--- src/halt_pkg.sv ---
// constants and types for the halt-mode clock gating block
//
// What this block does
// - in halt the processor core clock is withheld, execution stops
// - high-speed osc stopped: counter a counts only from its external pin
// - high-speed osc stopped: counter b counts only from its external pin
// - high-speed osc stopped: aux timer zero runs only on running counter a output
// - internal osc stopped: aux timer one runs on high-speed clock only; both stopped, halts
// - only internal osc running: aux timer one runs only on prescaled peripheral clock
// - high-speed osc stopped: serial port runs only from external serial clock
// - internal-osc-stopped cases need option allowing stop and software stop
// - a nonvolatile option chooses whether internal osc may be stopped
// - an unmasked interrupt ends halt; vector if enabled, else next instruction
// - resume delay is 8 clocks vectored, 2 otherwise
// - external reset ends halt with a normal reset
package halt_pkg;

  // register byte offsets
  localparam logic [7:0] CTRL_OFS   = 8'h00;
  localparam logic [7:0] SEL_OFS    = 8'h04;
  localparam logic [7:0] STATUS_OFS = 8'h08;

  // control register fields
  localparam int CTRL_HS_STOP  = 0;
  localparam int CTRL_INT_STOP = 1;
  localparam int CTRL_IE       = 2;
  localparam int CTRL_HALT     = 3;
  localparam int CTRL_CNTA_RUN = 4;

  // select register fields
  localparam int SEL_CNTA_LSB = 0;
  localparam int SEL_CNTB_LSB = 2;
  localparam int SEL_T0_LSB   = 4;
  localparam int SEL_T1_LSB   = 6;
  localparam int SEL_SER_LSB  = 8;
  localparam int SEL_W        = 10;

  // reset values
  localparam logic [31:0] CTRL_RST = 32'h0000_0000;
  localparam logic [31:0] SEL_RST  = 32'h0000_0000;

  // clock source codes, two bits per peripheral
  localparam logic [1:0] SRC_INTERNAL = 2'h0;
  localparam logic [1:0] SRC_EXTPIN   = 2'h1;
  localparam logic [1:0] SRC_HISPEED  = 2'h2;
  localparam logic [1:0] SRC_PRESCALE = 2'h3;

  // resume waits in clocks
  localparam int WAIT_VEC_CYC  = 8;
  localparam int WAIT_NEXT_CYC = 2;

  typedef enum logic [1:0] {RUN_S, HALT_S, WAKE_S} halt_state_t;

endpackage : halt_pkg

--- src/gate_if.sv ---
// carries oscillator state and clock selects to the gating decoder
interface gate_if;
  logic       hs_run;
  logic       int_run;
  logic       halted;
  logic       cnta_run;
  logic [9:0] sel;
  logic [5:0] en;

  modport ctrl (output hs_run, int_run, halted, cnta_run, sel, input en);
  modport dec  (input hs_run, int_run, halted, cnta_run, sel, output en);
endinterface : gate_if

--- src/clk_gate_dec.sv ---
// decodes which peripheral clocks run from oscillator state and selects
module clk_gate_dec
(
  // clock and reset
  input  wire logic pclk,
  input  wire logic presetn,
  // decoder side
  gate_if.dec       g
);

  logic [5:0] en_next;

  function automatic logic [1:0] field(input logic [9:0] s, input int lsb);
    field = s[lsb +: 2];
  endfunction : field

  always_comb
  begin
    // order: core, counter a, counter b, timer zero, timer one, serial
    en_next = 6'h3F;
    if (g.halted)
    begin
      en_next[0] = 1'b0;
      if (!g.hs_run)
      begin
        en_next[1] = field(g.sel, halt_pkg::SEL_CNTA_LSB) == halt_pkg::SRC_EXTPIN;
        en_next[2] = field(g.sel, halt_pkg::SEL_CNTB_LSB) == halt_pkg::SRC_EXTPIN;
        en_next[3] = (field(g.sel, halt_pkg::SEL_T0_LSB) == halt_pkg::SRC_EXTPIN) && en_next[1] && g.cnta_run;
        en_next[4] = g.int_run && (field(g.sel, halt_pkg::SEL_T1_LSB) == halt_pkg::SRC_PRESCALE);
        en_next[5] = field(g.sel, halt_pkg::SEL_SER_LSB) == halt_pkg::SRC_EXTPIN;
      end
      else if (!g.int_run)
      begin
        en_next[4] = field(g.sel, halt_pkg::SEL_T1_LSB) == halt_pkg::SRC_HISPEED;
      end
    end
  end

  always_ff @(posedge pclk or negedge presetn)
  begin
    if (!presetn)
      g.en <= 6'h3F;
    else
      g.en <= en_next;
  end

  core_stop_a: assert property (@(posedge pclk) disable iff (!presetn)
    g.halted |=> !g.en[0]) else $error("core clock runs in halt");
  cnta_gate_a: assert property (@(posedge pclk) disable iff (!presetn)
    (g.halted && !g.hs_run && g.sel[1:0] != halt_pkg::SRC_EXTPIN) |=> !g.en[1])
    else $error("counter a runs without pin");
  cntb_gate_a: assert property (@(posedge pclk) disable iff (!presetn)
    (g.halted && !g.hs_run && g.sel[3:2] != halt_pkg::SRC_EXTPIN) |=> !g.en[2])
    else $error("counter b runs without pin");
  t0_chain_a: assert property (@(posedge pclk) disable iff (!presetn)
    (g.halted && !g.hs_run && !g.cnta_run) |=> !g.en[3]) else $error("timer zero runs unchained");
  t1_stop_a: assert property (@(posedge pclk) disable iff (!presetn)
    (g.halted && !g.hs_run && !g.int_run) |=> !g.en[4]) else $error("timer one runs, no oscillator");
  ser_ext_a: assert property (@(posedge pclk) disable iff (!presetn)
    (g.halted && !g.hs_run && g.sel[9:8] != halt_pkg::SRC_EXTPIN) |=> !g.en[5])
    else $error("serial port runs on internal clock");

endmodule : clk_gate_dec

--- src/halt_clk_ctrl.sv ---
// halt-mode clock gating top with apb control registers
//
// The placing of the registers and the APB register port were chosen for this implementation.
module halt_clk_ctrl
#(
  parameter bit INT_STOP_ALLOWED = 1'b0
)
(
  // apb
  input  wire logic        pclk,
  input  wire logic        presetn,
  input  wire logic        psel,
  input  wire logic        penable,
  input  wire logic        pwrite,
  input  wire logic [7:0]  paddr,
  input  wire logic [31:0] pwdata,
  output logic      [31:0] prdata,
  output logic             pready,
  output logic             pslverr,
  // processor side
  input  wire logic        halt_exec,
  input  wire logic        irq_pending,
  input  wire logic        irq_masked,
  output logic             wake_vector,
  output logic             resume,
  // gated clock enables
  output logic             core_clk_en,
  output logic             cnta_clk_en,
  output logic             cntb_clk_en,
  output logic             aux_timer_zero_en,
  output logic             aux_timer_one_en,
  output logic             clocked_serial_port_en
);

  ////////////////////////////////////////////////////////////////////////
  logic [31:0]           ctrl_reg;
  logic [halt_pkg::SEL_W-1:0] sel_reg;
  halt_pkg::halt_state_t state_reg;
  logic [3:0]            wait_reg;
  logic                  opt_stop_reg;
  logic                  vec_reg;
  logic                  wr_en;
  logic                  rd_hit;
  logic [31:0]           rd_next;
  gate_if                g ();

  // option latched from strap after reset
  always_ff @(posedge pclk or negedge presetn)
  begin
    if (!presetn)
      opt_stop_reg <= 1'b0;
    else
      opt_stop_reg <= INT_STOP_ALLOWED;
  end

  ////////////////////////////////////////////////////////////////////////
  assign pready  = 1'b1;
  assign wr_en   = psel && penable && pwrite;
  assign rd_hit  = (paddr == halt_pkg::CTRL_OFS) || (paddr == halt_pkg::SEL_OFS) ||
                   (paddr == halt_pkg::STATUS_OFS);
  assign pslverr = psel && penable && !rd_hit;

  always_ff @(posedge pclk or negedge presetn)
  begin
    if (!presetn)
      ctrl_reg <= halt_pkg::CTRL_RST;
    else if (wr_en && paddr == halt_pkg::CTRL_OFS)
      ctrl_reg <= pwdata;
  end

  always_ff @(posedge pclk or negedge presetn)
  begin
    if (!presetn)
      sel_reg <= halt_pkg::SEL_RST[halt_pkg::SEL_W-1:0];
    else if (wr_en && paddr == halt_pkg::SEL_OFS)
      sel_reg <= pwdata[halt_pkg::SEL_W-1:0];
  end

  always_comb
  begin
    rd_next = 32'h0000_0000;
    case (paddr)
      halt_pkg::CTRL_OFS:   rd_next = ctrl_reg;
      halt_pkg::SEL_OFS:    rd_next = {22'h00_0000, sel_reg};
      halt_pkg::STATUS_OFS: rd_next = {26'h000_0000, g.en};
      default:              rd_next = 32'h0000_0000;
    endcase
  end

  always_ff @(posedge pclk or negedge presetn)
  begin
    if (!presetn)
      prdata <= 32'h0000_0000;
    else if (psel && !penable && !pwrite)
      prdata <= rd_next;
  end

  ////////////////////////////////////////////////////////////////////////
  // halt entry, release, wait, reset ends halt asynchronously
  always_ff @(posedge pclk or negedge presetn)
  begin
    if (!presetn)
    begin
      state_reg <= halt_pkg::RUN_S;
      wait_reg  <= 4'h0;
      vec_reg   <= 1'b0;
    end
    else
    begin
      case (state_reg)
        halt_pkg::RUN_S:
          if (halt_exec || (wr_en && paddr == halt_pkg::CTRL_OFS && pwdata[halt_pkg::CTRL_HALT]))
            state_reg <= halt_pkg::HALT_S;
        halt_pkg::HALT_S:
          if (irq_pending && !irq_masked)
          begin
            state_reg <= halt_pkg::WAKE_S;
            vec_reg   <= ctrl_reg[halt_pkg::CTRL_IE];
            wait_reg  <= ctrl_reg[halt_pkg::CTRL_IE] ? 4'(halt_pkg::WAIT_VEC_CYC - 1)
                                                     : 4'(halt_pkg::WAIT_NEXT_CYC - 1);
          end
        halt_pkg::WAKE_S:
          if (wait_reg == 4'h0)
            state_reg <= halt_pkg::RUN_S;
          else
            wait_reg <= wait_reg - 4'h1;
        default:
          state_reg <= halt_pkg::RUN_S;
      endcase
    end
  end

  assign resume      = (state_reg == halt_pkg::WAKE_S) && (wait_reg == 4'h0);
  assign wake_vector = vec_reg;

  ////////////////////////////////////////////////////////////////////////
  assign g.hs_run   = !ctrl_reg[halt_pkg::CTRL_HS_STOP];
  // internal stop needs option and software
  assign g.int_run  = !(opt_stop_reg && ctrl_reg[halt_pkg::CTRL_INT_STOP]);
  assign g.halted   = state_reg != halt_pkg::RUN_S;
  assign g.cnta_run = ctrl_reg[halt_pkg::CTRL_CNTA_RUN];
  assign g.sel      = sel_reg;

  clk_gate_dec u_dec
  (
    .pclk    (pclk),
    .presetn (presetn),
    .g       (g)
  );

  assign core_clk_en            = g.en[0];
  assign cnta_clk_en            = g.en[1];
  assign cntb_clk_en            = g.en[2];
  assign aux_timer_zero_en      = g.en[3];
  assign aux_timer_one_en       = g.en[4];
  assign clocked_serial_port_en = g.en[5];

  wake_vec_a: assert property (@(posedge pclk) disable iff (!presetn)
    ($rose(state_reg == halt_pkg::WAKE_S) && vec_reg) |-> ##7 resume)
    else $error("vectored wake wait wrong");
  wake_next_a: assert property (@(posedge pclk) disable iff (!presetn)
    ($rose(state_reg == halt_pkg::WAKE_S) && !vec_reg) |-> ##1 resume)
    else $error("plain wake wait wrong");
  halt_entry_a: assert property (@(posedge pclk) disable iff (!presetn)
    (state_reg == halt_pkg::RUN_S && halt_exec) |=> ##1 !core_clk_en)
    else $error("halt did not stop core");
  mask_hold_a: assert property (@(posedge pclk) disable iff (!presetn)
    (state_reg == halt_pkg::HALT_S && irq_masked) |=> state_reg == halt_pkg::HALT_S)
    else $error("masked request left halt");
  resume_pulse_a: assert property (@(posedge pclk) disable iff (!presetn)
    resume |=> !resume) else $error("resume held too long");

endmodule : halt_clk_ctrl

--- config.mk ---
export PLATFORM = sky130hd
export DESIGN_NAME = halt_clk_ctrl
export DESIGN_NICKNAME = d
export VERILOG_FILES = /design/src/halt_pkg.sv /design/src/gate_if.sv /design/src/clk_gate_dec.sv /design/src/halt_clk_ctrl.sv
export SDC_FILE = /design/constraint.sdc
export NUM_CORES = 1
export LEC_CHECK = 0
export BUFFER_PORTS_ARGS = -buffer_cell sky130_fd_sc_hd__buf_2
export CAP_MARGIN = 15
export CORE_MARGIN = 2
export CORE_UTILIZATION = 42
export CTS_BUF_LIST = sky130_fd_sc_hd__clkbuf_2 sky130_fd_sc_hd__clkbuf_4 sky130_fd_sc_hd__clkbuf_8
export CTS_CLUSTER_SIZE = 40
export DETAILED_ROUTE_END_ITERATION = 7
export PLACE_DENSITY = 0.67
export SLEW_MARGIN = 20
export SYNTH_ARGS = -nofsm -noshare
export SYNTH_HDL_FRONTEND = slang
export SYNTH_HIERARCHICAL = 1
export SYNTH_SLANG_ARGS = --single-unit
export TNS_END_PERCENT = 1
--- constraint.sdc ---
create_clock -name pclk -period 1.5 [get_ports pclk]
set_input_delay 0.075 -clock pclk [delete_from_list [all_inputs] [get_ports pclk]]
set_output_delay 0.075 -clock pclk [all_outputs]
set_load 0.02 [all_outputs]
==> impl_metrics.toml <==
[status]
status = "finished with violations"
violations = "setup timing"

[cells_and_area]
seqCellArea_um2 = 2180
final_area_um2 = 5080
area_growth_pct = 33.7
multi_input_area_um2 = 1530
finalCoreUtilization_pct = 58.0
final_cell_mix = "buf_2 (86), dfrtp_1 (81), nand2_1 (59)"
diodes = 0
final_cells = 556
drive_gt1_share_pct = 41.7
fin_nets = 493
fill_cells = 748
final_common_cell = "buf_2"

[setup_path]
cp_cell_sequence = "inv_1 > ha_2 > or3b_4 > buf_6 > nor2_4 > buf_6"
worstPathArrival_ns = 1.68
cp_max_fo = 2
worstPathRequired_ns = 1.42
crit_start = "wait_reg[0]"
crit_slowest_cell = "dfrtp_1"
regToRegStartpoint = "wait_reg[0]"
worstSetupStartpointType = "flop"
crit_top_cell = "buf_6"
endpoint_kind = "output port"
cpPeakStageDelay_ns = 0.39
worstSetupPathType = "flop to output port"

[timing]
finalWorstSetupSlack_ns = -0.258
setup_viol = 4
hold_slack_ns = 0.0269
finalHoldViolations = 0
clock.fmax_mhz = 569
fin_worst_skew_ns = 0.00944
slew_violations = 0
relSlewSlack_pct = 66.0
worst_slew_pin_slew_ns = 0.508
fin_crit_sh_pct = 117
fin_crit_ns = 1.76
rsz0062_at_grt = "yes"

[detailed_routing]
wl_per_cell_um = 15.6
drt-total-wl_mm = 8.67
vias = 2797
dr.pass1.iters = 4
drcViolationCount = 0
via_per_inst = 5.03
drt-initial-drc-count = 60
ant_nets = 0

[global_routing]
busiest_layer = "met2"
antenna_found_initial = 0
grt_pass1_wl_mm = 14.3
grt_use_total_pct = 18.3
grt_max_degree = 42
grt.overflow.total = 0
grt_pass1_vias = 2855
gr-usage-met1_pct = 25.0
grt_util_met2_pct = 29.2
grtUsageMet3_pct = 3.94

[cts]
clk_pin_slew_worst_paths_ns = 0.09
htreeDepth = 3
clock-sinks = 87
clkLatencyLatePin_ns = 0.35
root_buffer = "clkbuf_8"
cts_made_buffers = 9
cts_tree = "yes"
clock_path_buffers = 2

[yosys]
synth_cells = 305
synthArstFlopShare_pct = 100
synth_seq_area_share_pct = 57.5
synthFlopType = "dfrtp_1"
synth_edf_count = 0
syn_area_um2 = 3800
synth-seq-cells = 87
ys_types = 40
syn_area_per_cell_um2 = 12.5
ys.warnings.count = 6

[pwr]
p_per_area_nw_per_um2 = 1040
ir_worst_vdd_v = 0.000555
p_leak_nw = 2.58
total_power_mw = 5.26

[placement]
dpl_cell_area_um2 = 4470
hpwlAfterDp_mm = 5.91
place_congestion = 0.765
dp.cells = 505
io_buffers = 88

[flow_run]
max_cap_violations = 0

[hold_path]
hp-start = "pwdata[0]"
hold_class = "input port to flop"

[floorplan]
fp.dieW_um = 99.1
core_um2 = 8760
start_util_pct = 43.4
die_h_um = 99.1
io_pins = 90
rows = 34
die_area_um2 = 9820
## final cells by class
type	instances	area share [%]
sequential	87	43.0
multi-input combinational	197	30.1
timing repair buffer	141	19.3
clock buffer	12	3.01
tap	108	2.66
clock inverter	3	1.33
inverter	8	0.591
## power by group
group	total (mW)	internal (mW)	leakage (nW)	switching (mW)
sequential	2.60	2.48	1.18	0.113
combinational	0.857	0.449	1.29	0.408
clock	1.81	1.01	0.110	0.794
total	5.26	3.94	2.58	1.31
## final timing paths
kind | depth (start not counted) | slack (ns) | to
min in group asynchronous | 2 | 0.19 | wake_vector
worst min-delay path | 2 | 0.03 | g.sel[0]
worst max register to register | 6 | -0.17 | wait_reg[1]
worst max-delay path | 6 | -0.26 | resume
worst min register to register | 1 | 0.46 | u_dec/g.en[3]
max in group asynchronous | 3 | 0.66 | u_dec/g.en[5]
## Yosys cell counts, types with 3 or more instances
library cell / count / area share, %
mux2_2: 14 / 4.1
buf_6: 5 / 1.5
dfstp_2: 6 / 4.1
nor2b_1: 3 / 0.49
nand2_1: 59 / 5.8
o31ai_1: 4 / 0.79
clkbuf_1: 7 / 0.69
mux2i_1: 11 / 2.9
inv_1: 8 / 0.79
mux2_4: 29 / 11
a21oi_1: 3 / 0.40
o21ai_0: 33 / 4.3
nand3_1: 5 / 0.66
dfrtp_1: 81 / 53
a2bb2oi_1: 7 / 1.6
## kinds of logic after synthesis
group	Yosys count	share of synthesized area, %
adders and majority gates	1	0.329
other	1	0.0987
muxes	54	18.5
and+or+nand+nor	84	11.1
xor gates and xnor gates	1	0.231
buffers and inverters	23	3.42
AOI/OAI and AO/OA	54	8.86
DFF	87	57.5
## through the flow
step | TNS, ns | setup slack, ns
2_1_floorplan | -0.00483 | -0.00483
3_3_place_gp | 0 | 0.0307
3_5_place_dp | -0.0285 | -0.0285
4_1_cts | -0.420 | -0.263
5_1_grt | -0.928 | -0.336
6_report | -0.638 | -0.258
## critical path: cells and delay by family, from the launching register on
family	cells	cell delay, ns
adder cells (fa/ha/maj)	1	0.17
buffers and inverters	3	0.32
flip-flops	1	0.39
AND/OR/NAND/NOR	2	0.46
## per-layer routing
metal	vias up	routed length, um
met3	10	385
li1	1325	-
met2	71	4170
met5	-	0
met4	0	144
met1	1391	3960
## what timing repair did
item	4_1_cts	5_1_grt
pin swaps	2	0
hold buffers	32	0
resized for setup	7	1
setup endpoints to repair	3	4
buffers inserted	3	1
hold endpoints to repair	67	0
Power figures use the tool's default switching activity.
